==> src/hw/pin_cfg_pkg.sv <==
// package for the multifunction pin configuration block:
// register offsets, reset values, field positions, role and direction codes.
// assumes a single 125 MHz system clock.
package pin_cfg_pkg;

  localparam int NUM_PINS = 4;

  // register offsets on the control port
  localparam logic [7:0] ADDR_ROLE01  = 8'h10;
  localparam logic [7:0] ADDR_ROLE23  = 8'h11;
  localparam logic [7:0] ADDR_DIR01   = 8'h12;
  localparam logic [7:0] ADDR_DIR23   = 8'h13;
  localparam logic [7:0] ADDR_PIN_STS = 8'h14;

  // reset values
  localparam logic [7:0] RST_ROLE01 = 8'h01;
  localparam logic [7:0] RST_ROLE23 = 8'h20;
  localparam logic [7:0] RST_DIR    = 8'h00;
  localparam logic [3:0] RST_NIBBLE = 4'h0;
  localparam logic [7:0] READ_ZERO  = 8'h00;

  // field positions: each role and direction byte holds a low pin and a high pin
  localparam int ROLE_LO_LSB = 0;
  localparam int INV_LO_BIT  = 3;
  localparam int ROLE_HI_LSB = 4;
  localparam int INV_HI_BIT  = 7;
  localparam int DIR_LO_LSB  = 0;
  localparam int DIR_HI_LSB  = 4;
  localparam int STS_OUT_LSB = 4;

  // role codes (meaning of 001 and 010 depends on the pin)
  localparam logic [2:0] ROLE_GPIO  = 3'h0;
  localparam logic [2:0] ROLE_ALT1  = 3'h1;
  localparam logic [2:0] ROLE_ALT2  = 3'h2;
  localparam logic [2:0] ROLE_SCK   = 3'h3;
  localparam logic [2:0] ROLE_MUTE  = 3'h4;
  localparam logic [2:0] ROLE_SECOND_SERIAL_DATA_OUT = 3'h5;
  localparam logic [2:0] ROLE_DIN   = 3'h6;

  // direction codes in general purpose mode
  localparam logic [2:0] DIR_IN     = 3'h0;
  localparam logic [2:0] DIR_STICKY = 3'h1;
  localparam logic [2:0] DIR_TOGGLE = 3'h2;
  localparam logic [2:0] DIR_RAW    = 3'h3;
  localparam logic [2:0] DIR_OUT    = 3'h4;
  localparam logic [2:0] DIR_OD     = 3'h5;

  // deglitch filter time
  localparam int CLK_PERIOD_NS = 8;
  localparam int DEGLITCH_NS   = 40;
  localparam int DEGLITCH_CYC  = (DEGLITCH_NS + CLK_PERIOD_NS - 1) / CLK_PERIOD_NS;

  // per-pin configuration taken from the registers
  typedef struct packed {
    logic       invert;
    logic [2:0] role;
    logic [2:0] dir;
  } pin_cfg_s;

  // conditioned view of one pin input
  typedef struct packed {
    logic level;   // deglitched level
    logic raw;     // synchronised, unfiltered level
    logic change;  // one-cycle pulse when level changes
  } pin_sense_s;

endpackage

==> src/hw/pin_sense.sv <==
// input conditioner for one multifunction pin: three-flop synchroniser
// and a deglitch filter. assumes the pin is asynchronous to sys_clk_i.
`timescale 1ns/1ps
`default_nettype none
module pin_sense
  import pin_cfg_pkg::*;
#(
  parameter int FILT_CYC = DEGLITCH_CYC
) (
  input  wire logic       sys_clk_i,
  input  wire logic       rst_n_i,
  input  wire logic       pin_i,
  output var  pin_sense_s sense_o
);

  localparam int CW = $clog2(FILT_CYC + 1);
  localparam logic [CW-1:0] CNT_LAST = CW'(FILT_CYC - 1);

  logic [2:0]    sync_r;
  logic [2:0]    sync_nxt;
  logic [CW-1:0] cnt_r;
  logic [CW-1:0] cnt_nxt;
  logic          level_r;
  logic          level_nxt;
  logic          change_r;
  logic          change_nxt;

  // a change counts once the second and third stage agree and stay away from
  // the filtered level for the whole filter time; the first stage feeds only the second
  always_comb begin
    sync_nxt   = {sync_r[1:0], pin_i};
    cnt_nxt    = '0;
    level_nxt  = level_r;
    change_nxt = 1'b0;
    if ((sync_r[1] == sync_r[2]) && (sync_r[2] != level_r)) begin
      if (cnt_r == CNT_LAST) begin
        level_nxt  = sync_r[2];
        change_nxt = 1'b1;
      end else begin
        cnt_nxt = cnt_r + CW'(1);
      end
    end
  end

  always_ff @(posedge sys_clk_i or negedge rst_n_i) begin
    if (!rst_n_i) begin
      sync_r   <= 3'h0;
      cnt_r    <= '0;
      level_r  <= 1'b0;
      change_r <= 1'b0;
    end else begin
      sync_r   <= sync_nxt;
      cnt_r    <= cnt_nxt;
      level_r  <= level_nxt;
      change_r <= change_nxt;
    end
  end

  assign sense_o = '{level: level_r, raw: sync_r[2], change: change_r};

endmodule // pin_sense
`default_nettype wire

==> src/hw/pin_cfg.sv <==
// multifunction pin configuration: role, polarity and direction registers
// for four pins, pin muxing and the pin status register.
// assumes a control port front end (serial, outside) that presents one-cycle
// read and write strobes with an 8-bit address; internal sources are on sys_clk_i.
//
// Notes on behaviour
// - pin 1 role 001 routes the pin in as digital microphone data 1.
// - pin 2 role 001 drives digital microphone clock 0 out.
// - role 011 on pins 1 to 3 drives the internal system clock out; the code also drives it out on pin 0.
// - role 100 on pins 1 to 3 makes the pin a digital mute input; the code also takes pin 0 as a mute input.
// - role byte for pins 0 and 1 resets to 0x01.
// - role byte for pins 2 and 3 resets to 0x20.
// - direction field acts only in general purpose role; direction bytes reset to 0x00.
// - direction codes: input, sticky, toggle, raw, output, open drain; 110/111 reserved.
// - sticky flag holds until the status register is read; that read clears it unless the input is still asserted.
`timescale 1ns/1ps
`default_nettype none
module pin_cfg
  import pin_cfg_pkg::*;
#(
  parameter int FILT_CYC = DEGLITCH_CYC
) (
  input  wire logic                sys_clk_i,
  input  wire logic                rst_n_i,
  input  wire logic [7:0]          reg_addr_i,
  input  wire logic [7:0]          reg_wdata_i,
  input  wire logic                reg_wr_i,
  input  wire logic                reg_rd_i,
  output var  logic [7:0]          reg_rdata_o,
  input  wire logic [NUM_PINS-1:0] pin_in_i,
  output var  logic [NUM_PINS-1:0] pin_out_o,
  output var  logic [NUM_PINS-1:0] pin_oe_n_o,
  input  wire logic                dmic_clk0_i,
  input  wire logic                sck_i,
  input  wire logic                irq_i,
  input  wire logic                spi_miso_i,
  input  wire logic                second_serial_data_out_i,
  output var  logic                dmic_data0_o,
  output var  logic                dmic_data1_o,
  output var  logic                mute_o,
  output var  logic                serial_data_in_o
);

  logic [7:0]          role01_r, role01_nxt;
  logic [7:0]          role23_r, role23_nxt;
  logic [7:0]          dir01_r, dir01_nxt;
  logic [7:0]          dir23_r, dir23_nxt;
  logic [3:0]          out_bits_r, out_bits_nxt;
  logic [3:0]          flag_r, flag_nxt;
  logic [7:0]          rdata_nxt;
  logic [NUM_PINS-1:0] pin_out_nxt, pin_oe_n_nxt;
  logic [NUM_PINS-1:0] in_val, flag_set, is_mute, is_din;
  logic                dmic0_nxt, dmic1_nxt, mute_nxt, din_nxt;
  logic                sts_read;
  pin_cfg_s            cfg [NUM_PINS];
  pin_sense_s          sense [NUM_PINS];

  // unpack the register bytes into one configuration per pin
  assign cfg[0] = '{invert: role01_r[INV_LO_BIT], role: role01_r[ROLE_LO_LSB +: 3], dir: dir01_r[DIR_LO_LSB +: 3]};
  assign cfg[1] = '{invert: role01_r[INV_HI_BIT], role: role01_r[ROLE_HI_LSB +: 3], dir: dir01_r[DIR_HI_LSB +: 3]};
  assign cfg[2] = '{invert: role23_r[INV_LO_BIT], role: role23_r[ROLE_LO_LSB +: 3], dir: dir23_r[DIR_LO_LSB +: 3]};
  assign cfg[3] = '{invert: role23_r[INV_HI_BIT], role: role23_r[ROLE_HI_LSB +: 3], dir: dir23_r[DIR_HI_LSB +: 3]};

  assign sts_read = reg_rd_i && (reg_addr_i == ADDR_PIN_STS);

  genvar gi;
  generate
    for (gi = 0; gi < NUM_PINS; gi++) begin : g_pin
      logic gpio_mode;
      logic out_val;

      pin_sense #(.FILT_CYC(FILT_CYC)) u_sense (
        .sys_clk_i (sys_clk_i),
        .rst_n_i   (rst_n_i),
        .pin_i     (pin_in_i[gi]),
        .sense_o   (sense[gi])
      );

      assign gpio_mode = (cfg[gi].role == ROLE_GPIO);
      // raw mode skips the deglitch filter; polarity applies in every role
      assign in_val[gi] = ((gpio_mode && (cfg[gi].dir == DIR_RAW)) ? sense[gi].raw
                                                                    : sense[gi].level) ^ cfg[gi].invert;
      assign is_mute[gi] = (cfg[gi].role == ROLE_MUTE) && in_val[gi];
      assign is_din[gi]  = (cfg[gi].role == ROLE_DIN) && in_val[gi];
      // sticky sets on an asserted level, toggle on a filtered change
      assign flag_set[gi] = gpio_mode && (((cfg[gi].dir == DIR_STICKY) && in_val[gi]) ||
                                          ((cfg[gi].dir == DIR_TOGGLE) && sense[gi].change));

      // pin driver: output enable is low while the pin is driven
      always_comb begin
        out_val          = 1'b0;
        pin_oe_n_nxt[gi] = 1'b1;
        unique case (cfg[gi].role)
          ROLE_GPIO: begin
            // direction only matters in the general purpose role
            if (cfg[gi].dir == DIR_OUT) begin
              out_val          = out_bits_r[gi];
              pin_oe_n_nxt[gi] = 1'b0;
            end else if (cfg[gi].dir == DIR_OD) begin
              // open drain pulls low only, a high level is left to the pull-up;
              // out_val carries the polarity bit so the xor below keeps the driven level low
              out_val          = cfg[gi].invert;
              pin_oe_n_nxt[gi] = out_bits_r[gi] ^ cfg[gi].invert;
            end
          end
          ROLE_ALT1: begin
            if (gi == 2) begin
              out_val          = dmic_clk0_i;
              pin_oe_n_nxt[gi] = 1'b0;
            end
          end
          ROLE_ALT2: begin
            out_val          = (gi == 0) ? spi_miso_i : irq_i;
            pin_oe_n_nxt[gi] = 1'b0;
          end
          ROLE_SCK: begin
            out_val          = sck_i;
            pin_oe_n_nxt[gi] = 1'b0;
          end
          ROLE_SECOND_SERIAL_DATA_OUT: begin
            out_val          = second_serial_data_out_i;
            pin_oe_n_nxt[gi] = 1'b0;
          end
          default: begin
            out_val          = 1'b0;
            pin_oe_n_nxt[gi] = 1'b1;
          end
        endcase
        pin_out_nxt[gi] = (pin_oe_n_nxt[gi] ? 1'b0 : out_val) ^ (~pin_oe_n_nxt[gi] & cfg[gi].invert);
      end
    end
  endgenerate

  // routed functions; dmic inputs are only seen in their own role
  always_comb begin
    dmic0_nxt = (cfg[0].role == ROLE_ALT1) && in_val[0];
    dmic1_nxt = (cfg[1].role == ROLE_ALT1) && in_val[1];
    mute_nxt  = |is_mute;
    din_nxt   = |is_din;
  end

  // register writes, status flags and read data
  always_comb begin
    role01_nxt   = role01_r;
    role23_nxt   = role23_r;
    dir01_nxt    = dir01_r;
    dir23_nxt    = dir23_r;
    out_bits_nxt = out_bits_r;
    rdata_nxt    = READ_ZERO;
    if (reg_wr_i) begin
      unique case (reg_addr_i)
        ADDR_ROLE01:  role01_nxt   = reg_wdata_i;
        ADDR_ROLE23:  role23_nxt   = reg_wdata_i;
        ADDR_DIR01:   dir01_nxt    = reg_wdata_i;
        ADDR_DIR23:   dir23_nxt    = reg_wdata_i;
        ADDR_PIN_STS: out_bits_nxt = reg_wdata_i[STS_OUT_LSB +: 4];
        default:      role01_nxt   = role01_r;   // unmapped writes are ignored
      endcase
    end
    for (int i = 0; i < NUM_PINS; i++) begin
      if ((cfg[i].role == ROLE_GPIO) && ((cfg[i].dir == DIR_STICKY) || (cfg[i].dir == DIR_TOGGLE))) begin
        flag_nxt[i] = flag_set[i] | (flag_r[i] & ~sts_read);
      end else begin
        flag_nxt[i] = in_val[i];
      end
    end
    if (reg_rd_i) begin
      unique case (reg_addr_i)
        ADDR_ROLE01:  rdata_nxt = role01_r;
        ADDR_ROLE23:  rdata_nxt = role23_r;
        ADDR_DIR01:   rdata_nxt = dir01_r;
        ADDR_DIR23:   rdata_nxt = dir23_r;
        ADDR_PIN_STS: rdata_nxt = {out_bits_r, flag_r};
        default:      rdata_nxt = READ_ZERO;
      endcase
    end
  end

  always_ff @(posedge sys_clk_i or negedge rst_n_i) begin
    if (!rst_n_i) begin
      role01_r         <= RST_ROLE01;
      role23_r         <= RST_ROLE23;
      dir01_r          <= RST_DIR;
      dir23_r          <= RST_DIR;
      out_bits_r       <= RST_NIBBLE;
      flag_r           <= RST_NIBBLE;
      reg_rdata_o      <= READ_ZERO;
      pin_out_o        <= RST_NIBBLE;
      pin_oe_n_o       <= 4'hF;
      dmic_data0_o     <= 1'b0;
      dmic_data1_o     <= 1'b0;
      mute_o           <= 1'b0;
      serial_data_in_o <= 1'b0;
    end else begin
      role01_r         <= role01_nxt;
      role23_r         <= role23_nxt;
      dir01_r          <= dir01_nxt;
      dir23_r          <= dir23_nxt;
      out_bits_r       <= out_bits_nxt;
      flag_r           <= flag_nxt;
      reg_rdata_o      <= rdata_nxt;
      pin_out_o        <= pin_out_nxt;
      pin_oe_n_o       <= pin_oe_n_nxt;
      dmic_data0_o     <= dmic0_nxt;
      dmic_data1_o     <= dmic1_nxt;
      mute_o           <= mute_nxt;
      serial_data_in_o <= din_nxt;
    end
  end
endmodule // pin_cfg
`default_nettype wire

==> config.mk <==
export PLATFORM = sky130hd
export DESIGN_NAME = pin_cfg
export DESIGN_NICKNAME = d
export VERILOG_FILES = /design/src/hw/pin_cfg_pkg.sv /design/src/hw/pin_sense.sv /design/src/hw/pin_cfg.sv
export SDC_FILE = /design/constraint.sdc
export NUM_CORES = 1
export LEC_CHECK = 0
export BUFFER_PORTS_ARGS = -buffer_cell sky130_fd_sc_hd__clkbuf_2
export CORE_MARGIN = 1.5
export CORE_UTILIZATION = 64
export DETAILED_ROUTE_END_ITERATION = 6
export PLACE_DENSITY = 0.86
export RECOVER_POWER = 25
export SLEW_MARGIN = 20
export SYNTH_ARGS = -nofsm -noshare
export SYNTH_HDL_FRONTEND = slang
export SYNTH_SLANG_ARGS = --single-unit
==> constraint.sdc <==
create_clock -name sys_clk_i -period 3.5 [get_ports sys_clk_i]
set_input_delay 0.7 -clock sys_clk_i [delete_from_list [all_inputs] [get_ports sys_clk_i]]
set_output_delay 0.7 -clock sys_clk_i [all_outputs]
set_load 0.02 [all_outputs]
# --- Word level (Yosys, flattened, before mapping) ---
# Cells that the tools add are included.
totals:
  regBits: 92
  input_bits: 29
  output_inout_bits: 20
  elab_cells: 238
op_classes:
  n_addsub: 4
  eq_ne: 60
  mux: 54
  n_bitwise: 29
  n_reduce_logical: 62
op_table:
  columns: ["op", "count"]
  rows:
  - ["3-bit == test (second input constant)", 24]
  - ["3-bit by 2-bit == test with 1-bit output (second input constant)", 16]
  - ["8-bit by 5-bit == test with 1-bit output (second input constant)", 5]
  - ["8-bit one-hot mux with 5 select lines", 1]
  - ["1-bit two-way mux", 36]
  - ["1-bit logical AND", 35]
  - ["3-bit two-way mux", 8]
  - ["3-bit by 1-bit == test with 1-bit output (second input constant)", 7]
  - ["2-bit AND reduction", 9]
  - ["3-bit by 1-bit adder with 3-bit output (second input constant)", 4]
  - ["3-bit zero test", 4]
  - ["1-bit one-hot mux with 4 select lines", 3]
  - ["4-bit OR reduction", 3]
  - ["1-bit bitwise XOR", 12]
  - ["3-bit OR reduction", 3]
  - ["1-bit bitwise AND", 8]
  - ["1-bit logical OR", 8]
  - ["8-bit two-way mux", 1]
  - ["1-bit one-hot mux with 2 select lines", 4]
  - ["1-bit inverter", 5]
  - ["1-bit one-hot mux with 5 select lines", 1]
  - ["1-bit == test", 4]
  - ["1-bit inequality test", 4]
  - ["1-bit bitwise OR", 4]

# --- Depth between registers and ports, before layout ---
# Gate-level depths: netlist of the first run.
logic_depth:
  depth_word: 9
  ltp_mapped: 5
  mapped_depth_nobuf: 5

# --- Cells and area by module ---
# Synthesis of the first run repeated with hierarchy kept, for this count alone.
unflattened:
  hier_cells: 438
  hier_area_um2: 4899.7
modules_own_cells:
  columns: ["mod", "instances", "cells_per_inst", "area_each_um2", "seq_area_each_um2"]
  rows:
  - ["pin_cfg", 1, 326, 3488.3, 1508.9]
  - ["pin_sense", 4, 28, 352.8, 200.2]

# --- Least setup slack after synthesis of the first run ---
# No wires, ideal clock.
synth_timing:
  path_kind: "input to register"
  startpoint: "input port reg_addr_i[3]"
  endpoint: "register role23_r[0]"
  setup_time_ps: 125
  arrival_time_ps: 2093
  slack_ps: 1282
  path_stages: 5
  path_cell_list: "nor4b_4 nand4bb_1 buf_6 nor3b_4 mux2_2"
synth_between:
  elab_chain_cells: 2
synth_lines:
  columns: ["item", "line_no", "text"]
  rows:
  - ["start: declaration", "pin_cfg.sv:25", "input wire logic [7:0] reg_addr_i,"]
  - ["8-bit by 5-bit == test with 1-bit output", "pin_cfg.sv:151", "unique case (reg_addr_i)"]
  - ["2-bit AND reduction (no line)", null, null]
  - ["end signal: assignment", "pin_cfg.sv:196", "role23_r <= role23_nxt;"]
  - ["end: declaration", "pin_cfg.sv:45", "logic [7:0] role23_r, role23_nxt;"]
# Every way passes these cells.
# A chain may end at the register's enable or synchronous reset.

# --- Final worst setup path of the first run ---
layout_timing:
  startpoint: "input port reg_addr_i[3]"
  endpoint: "register dir01_r[4]"
layout_between:
  elab_chain_cells: 2
layout_lines:
  columns: ["item", "line_no", "text"]
  rows:
  - ["8-bit by 5-bit == test with 1-bit output", "pin_cfg.sv:151", null]
  - ["2-bit AND reduction (no line)", null, null]
  - ["end signal: assignment", "pin_cfg.sv:197", "dir01_r <= dir01_nxt;"]
  - ["end: declaration", "pin_cfg.sv:46", "logic [7:0] dir01_r, dir01_nxt;"]
# Every way passes these cells.

==> results of run 1 <==
-- metrics by stage --
stage / worst slack [ns] / power [mW] / area, um2
after CTS: 1.18 / 2.08 / 5220
after global placement: 0.855 / 1.40 / 5040
after detailed placement: 0.793 / 1.42 / 5040
final: 1.17 / 2.07 / 5220
after floorplan: 1.28 / 1.34 / 4850
after global routing: 0.721 / 2.15 / 5220
-- cells in the final DEF (no fill, tap or decap), types with 2 or more instances in the layout --
cell type / n
a211o_1: 2
a211oi_1: 3
a21oi_1: 11
a2bb2oi_1: 8
a31oi_1: 5
a32oi_1: 2
and3_1: 3
and3b_1: 4
clkbuf_2: 48
clkbuf_8: 11
clkinvlp_4: 3
dfrtp_1: 86
dfstp_2: 6
ha_1: 8
inv_1: 23
mux2_2: 41
mux2i_1: 28
nand2_1: 17
nand2b_1: 15
nand3_1: 2
nand3b_1: 3
nor2_1: 34
nor2b_1: 12
nor3_1: 14
nor3b_1: 7
nor3b_4: 2
nor4_1: 6
nor4b_1: 6
nor4bb_1: 3
o211ai_1: 2
o21ai_0: 9
o21bai_1: 2
o22a_1: 9
o22ai_1: 2
o31ai_1: 4
or3b_2: 2
or4_1: 2
or4b_2: 2
xnor2_1: 3
xor2_1: 6
-- power groups by stage --
stage	combinational (mW)	clock [mW]	sequential [mW]
floorplan	0.170	0	1.17
finish	0.229	0.670	1.17
global route	0.253	0.723	1.18
detailed placement	0.229	0	1.19
CTS	0.231	0.684	1.17
global placement	0.220	0	1.18
-- flip-flops by register name, indices dropped and copies added (netlist names) --
register and flops:
g_pin.u_sense.cnt_r 12, g_pin.u_sense.sync_r 12, dir01_r 8, dir23_r 8, reg_rdata_o 8, role01_r 8, role23_r 8, flag_r 4
g_pin.u_sense.change_r 4, g_pin.u_sense.level_r 4, out_bits_r 4, pin_oe_n_o 4, pin_out_o 4, dmic_data0_o 1, dmic_data1_o 1, mute_o 1
serial_data_in_o 1
-- final cells by class --
class / count / area, um2 / share of cell area [%]
inverters: 23 / 86.3 / 1.65
well taps: 99 / 124 / 2.37
repair buffers: 48 / 240 / 4.60
clock buffers: 11 / 151 / 2.90
multi-input cells: 295 / 2270 / 43.5
flip-flops and latches: 92 / 2310 / 44.2
clock inverters: 5 / 36.3 / 0.695
-- worst register-to-register path, cell delays in order (launching register included) --
cell     delay (ns)
dfrtp_1        0.51
nor4_1         0.49
or4b_2         0.62
nor2_1         0.10
a31oi_1        0.07
-- cells by family (layout without fill, tap and decap cells) --
group | count (synthesis) | count (layout) | share of synthesized area (%)
simple gates | 142 | 142 | 17.9
flops | 92 | 92 | 47.6
mux | 69 | 69 | 15.3
compound gates | 67 | 67 | 9.98
buf+inv | 52 | 87 | 5.57
xor+xnor | 9 | 9 | 1.62
fa+ha+maj | 8 | 8 | 2.06
-- path summary, 6_finish.rpt --
kind,slack (ns),endpoint,cells after the start
max in group asynchronous,1.21,pin_out_o[2]$_DFF_PN0_,1
worst min register to register,0.35,g_pin[0].u_sense.sync_r[1]$_DFF_PN0_,0
worst min-delay path,0.35,g_pin[0].u_sense.sync_r[1]$_DFF_PN0_,0
min in group asynchronous,0.96,g_pin[0].u_sense.cnt_r[2]$_DFF_PN0_,1
worst max register to register,1.58,flag_r[2]$_DFF_PN0_,4
worst max-delay path,1.17,dir01_r[4]$_DFFE_PN0P_,5
-- metal layers --
layer  track usage, %  up-vias
li1                 -     1626
met1             32.3     1721
met2             42.9      113
met3             4.57       33
met4             16.3        0
met5                0        -
==> results.md, run 1 <==
- Unrepaired setup endpoints after global routing: false
- Ys async rst share: 100%
- Sw Ratio: 27.1%
- Bufs and invs on worst path: 1
- Non-Filler Instances: 573
- Cts hold-fix bufs: 0
- Crit path launch type: primary input
- Iter 0 DRT Violations: 167
- Clk Latency, worst-skew pair: 0.36 ns
- PostCTS Resize Cnt: 0
- Final Core Density: 71.6%
- Final Hold Fails: 0
- DR WL met2: 4970 um
- Minimum clock period: 2.33 ns
- WL final: 9990 um
- NetSw: 0.561 mW
- Total negative slack: 0 ns
- Leak: 2.40 nW
- Worst setup path class: in -> reg
- Max VDD drop: 0.277 mV
- # DRC: 0
- Dpl cells: 557
- Router iterations before antenna repair: 4
- Max-cap viol count: 1
- Failing checks: capacitance limit, slew limit
- Sequential Power Share: 56.5%
- Met1 WL: 4130 um
- Synth cell count leaders: dfrtp_1, mux2_2, nor2_1, mux2i_1, inv_1
- Overflow after GRT: 0
- Mapped Area: 4850 um2
- Clock transition at path regs: 0.09 ns
- Max FO, Critical Path: 8
- Post-synthesis sequential element count: 92
- Routed length on met3: 495 um
- Final setup fails: 0
- Post-CTS Setup Bufs: 0
- Final GP Congestion: 0.849
- Relative slew slack: -48.6%
- RR Startpoint: role23_r[1]$_DFFE_PN0P_
- Die Area: 8110 um2
- Share of cells above drive strength 1: 25.3%
- Average cell area after synthesis: 11.1 um2
- Rows: 31
- CTS tree: yes
- Initial antenna violation count: 0
- Ys flop type: dfrtp_1
- CP Cell Sequence: clkbuf_2 > nor4b_4 > nand4bb_1 > nor3b_4 > mux2_2
- Hold slack final: 0.351 ns
- Via count: 3493
- First-pass GRT wire length: 16600 um
- GRT Total Usage: 26.2%
- Sink Count: 92
- CTS buffer count: 9
- Port Buffer Count: 48
- DRT antenna net count: 0
- Worst Min Path Start: g_pin[0].u_sense.sync_r[0]$_DFF_PN0_
- Cell Int Power: 1.51 mW
- Hold crit path type: reg -> reg
- Final Skew: 0.0102 ns
- CP Launch Point: reg_addr_i[3]
- Slowest CP cell: nor3b_4
- Post-synth top area share: 44.3%
- Most numerous cell in the Yosys netlist: dfrtp_1
- Die height: 90.1 um
- CP top delay family: simple AND/OR/NAND/NOR gates
- Pwr dens: 396 nW/um2
- Post-synthesis sequential area ratio: 47.6%
- Top layer in use: met4
- Least-Margin Pin Slew: 2.23 ns
- Synth warnings: 0
- Clk buf depth: 2
- Vias in the first global route: 3448
- Largest net degree at the start of global routing: 93
- Endpoint type of the worst setup path: flop
- Tcrit/Tclk final: 66.5%
- Cell taking the most area after synthesis: dfrtp_1
- Layout area overhead: 7.58%
- Clock power frac: 32.4%
- Mapped Nets: 476
- F_max: 0.430 GHz
- Slew Limit Fails: 93
- Nets@finish: 506
- # fillers: 550
- Die W: 90.1 um
- CP arrival: 2.57 ns
- Vias/cell: 6.10
- Netlist cell types: 61
- Mapped Cells: 439
- Post-synth EDFFs: 0
- WL/cell: 17.4 um
- Comb pwr share: 11.1%
- Critical Path RT: 3.74 ns
- Hpwl dp: 7200 um
- Core ar.: 7290 um2
- # IOs: 49
- Run status: finished, violations left
- # diodes: 0
- Effective utilization at floorplan: 66.6%
- H-Tree Depth: 3
- Root buf cell: clkbuf_8
- Worst path max stage delay: 0.53 ns
- Main area contributors after synthesis: dfrtp_1, mux2_2, mux2i_1, dfstp_2, nor2_1
Note: power is estimated with default switching activity, not from simulation.
==> run 2: changes to the inputs <==
--- a/config.mk
+++ b/config.mk
@@ -7,9 +7,9 @@
 export LEC_CHECK = 0
 export BUFFER_PORTS_ARGS = -buffer_cell sky130_fd_sc_hd__clkbuf_2
 export CORE_MARGIN = 1.5
-export CORE_UTILIZATION = 64
+export CORE_UTILIZATION = 53
 export DETAILED_ROUTE_END_ITERATION = 6
-export PLACE_DENSITY = 0.86
+export PLACE_DENSITY = 0.76
 export RECOVER_POWER = 25
 export SLEW_MARGIN = 20
 export SYNTH_ARGS = -nofsm -noshare
==> constraint.sdc (replaced) <==
create_clock -name sys_clk_i -period 2 [get_ports sys_clk_i]
set_input_delay 0.4 -clock sys_clk_i [delete_from_list [all_inputs] [get_ports sys_clk_i]]
set_output_delay 0.4 -clock sys_clk_i [all_outputs]
set_load 0.02 [all_outputs]
==> run 2 against run 1 <==
Cell count grew 6.3%. Die area up 20%. The run ends with DRC left. First-iteration DRC count is 6.0% higher. Largest cell class unchanged. Via count about the same. Sequential cell count did not move. Total power is 82% higher. Wire length grew 4.4%. Clock skew grew 0.0011 ns. Critical path depth down 1. Global-route usage down 3.5 points.
==> results.md, run 2 (synthesis results as in run 1) <==
- Run status: finished, violations left
- Failing checks: DRC
- Final GP Congestion: 0.833 (-2.0%)
- Critical Path RT: 2.23 ns (-1.51 ns)
- Port Buffer Count: 48 (unchanged)
- Root buf cell: clkbuf_8
- Core ar.: 8810 um2 (+21%)
- Final Hold Fails: 0 (unchanged)
- Via count: 3490 (-0.086%)
- Die W: 98.7 um (+9.6%)
- Sink Count: 92 (unchanged)
- Clk Latency, worst-skew pair: 0.36 ns (about the same)
- Initial antenna violation count: 0 (unchanged)
- Commonest cells after routing, fill and taps aside: dfrtp_1, clkbuf_2, mux2_2
- Final Skew: 0.0113 ns (+0.00109 ns)
- PostCTS Resize Cnt: 0 (unchanged)
- Largest registers: g_pin.u_sense.cnt_r x12, g_pin.u_sense.sync_r x12
- # diodes: 0 (unchanged)
- Die height: 98.7 um (+9.6%)
- Iter 0 DRT Violations: 177 (+6.0%)
- Hold slack final: 0.140 ns (-0.211 ns)
- # DRC: 4 (+4)
- Max VDD drop: 0.415 mV (+50%)
- Rows: 34 (+9.7%)
- Dpl cells: 592 (+6.3%)
- Clk buf depth: 2 (unchanged)
- Overflow after GRT: 0 (unchanged)
- Vias/cell: 5.73 (-6.0%)
- Relative slew slack: 34.0% (+83 points)
- Clock transition at path regs: 0.09 ns (about the same)
- Non-Filler Instances: 609 (+6.3%)
- Slowest CP cell: or4b_2
- Post-CTS Setup Bufs: 0 (unchanged)
- CTS tree: yes
- Worst path max stage delay: 0.62 ns (+0.09 ns)
- # IOs: 49 (unchanged)
- Tcrit/Tclk final: 87.6%
- # fillers: 716 (+30%)
- Final Total Pwr: 3.76 mW (+82%)
- WL final: 10400 um (+4.4%)
- Die Area: 9740 um2 (+20%)
- H-Tree Depth: 3 (unchanged)
- Share of cells above drive strength 1: 28.7% (+3.4 points)
- First-pass GRT wire length: 17200 um (+3.9%)
- Slew Limit Fails: 0 (-100%)
- Effective utilization at floorplan: 55.1% (-11 points)
- Router iterations before antenna repair: 6 (+2)
- Hold crit path type: in -> reg
- GRT Total Usage: 22.7% (-3.5 points)
- Hpwl dp: 7720 um (+7.1%)
- Pwr dens: 689 nW/um2 (+74%)
- CP Cell Sequence: nor4_1 > or4b_2 > nor2_1 > a31oi_1
- Nets@finish: 533 (+5.3%)
- DRT antenna net count: 0 (unchanged)
- CP top delay family: simple AND/OR/NAND/NOR gates
- Critical Path Stages: 4 (-1)
- WL/cell: 17.1 um (-1.7%)
- Max FO, Critical Path: 3 (-5)
- CTS buffer count: 9 (unchanged)
- Minimum clock period: 1.75 ns
- Crit path launch type: flop
- Final setup fails: 0 (unchanged)
- Least-Margin Pin Slew: 0.990 ns (-1.24 ns)
- Worst setup path class: reg -> reg
- CP arrival: 1.98 ns (-0.59 ns)
- Hold path depth: 1 (+1)
- Total negative slack: 0 ns (unchanged)
- Unrepaired setup endpoints after global routing: false
- F_max: 0.571 GHz
- Cts hold-fix bufs: 1 (+1)
- Commonest non-fill, non-tap cell in the layout: dfrtp_1
- Max-cap viol count: 0 (-1)
- Endpoint type of the worst setup path: flop
- Layout area overhead: 12.5%
- Bufs and invs on worst path: 0 (-1)
- Largest net degree at the start of global routing: 39 (-58%)
- Vias in the first global route: 3545 (+2.8%)
- Leak: 2.56 nW (+6.5%)
- Worst Reg-to-Reg Cells: 4 (unchanged)
-- run 2: worst paths after layout --
path	start	endpoint	slack [ns]
worst max-delay path	role23_r[2]$_DFFE_PN0P_	flag_r[2]$_DFF_PN0_	0.25
worst min-delay path	pin_in_i[1]	g_pin[1].u_sense.sync_r[0]$_DFF_PN0_	0.14
worst max register to register	role23_r[2]$_DFFE_PN0P_	flag_r[2]$_DFF_PN0_	0.25
worst min register to register	g_pin[3].u_sense.sync_r[0]$_DFF_PN0_	g_pin[3].u_sense.sync_r[1]$_DFF_PN0_	0.36
max in group asynchronous	rst_n_i	role01_r[0]$_DFFE_PN1P_	0.42
min in group asynchronous	rst_n_i	g_pin[0].u_sense.sync_r[2]$_DFF_PN0_	0.73
-- run 2: per-stage QoR --
stage          cell area, um2  worst slack [ns]  util (%)
2_1_floorplan            4850            0.0824         -
3_3_place_gp             5260            0.0590      59.7
3_5_place_dp             5260            0.0318      59.7
4_1_cts                  5470             0.233      62.1
5_1_grt                  5460            0.0866      62.0
6_report                 5460             0.248      62.0
-- run 2: layer usage --
metal  vias to the layer above  part of all wire, %  GRT usage (%)
met3                        13                  4.1           3.05
met2                        73                   50           39.6
met5                         -                    0              0
li1                       1677                    -              -
met1                      1727                   44           29.2
met4                         0                  1.5           7.80
-- run 2: area by class of cell --
class | instances | area, um2 | share of cell area (%)
sequential | 92 | 2310 | 42.3
multi-input combinational | 295 | 2270 | 41.6
timing repair buffer | 75 | 454 | 8.32
tap | 108 | 135 | 2.48
clock buffer | 10 | 128 | 2.34
inverter | 23 | 86.3 | 1.58
clock inverter | 6 | 72.6 | 1.33
-- run 2: worst register-to-register path: stages, from the launching register on --
cell,delay (ns)
dfrtp_1,0.38
nor4_1,0.45
or4b_2,0.62
nor2_1,0.11
a31oi_1,0.06
-- run 2: where the power goes --
group	switching, mW	internal, mW
Sequential	0.0834	1.94
Clock	0.688	0.594
Combinational	0.250	0.203
Total	1.02	2.74
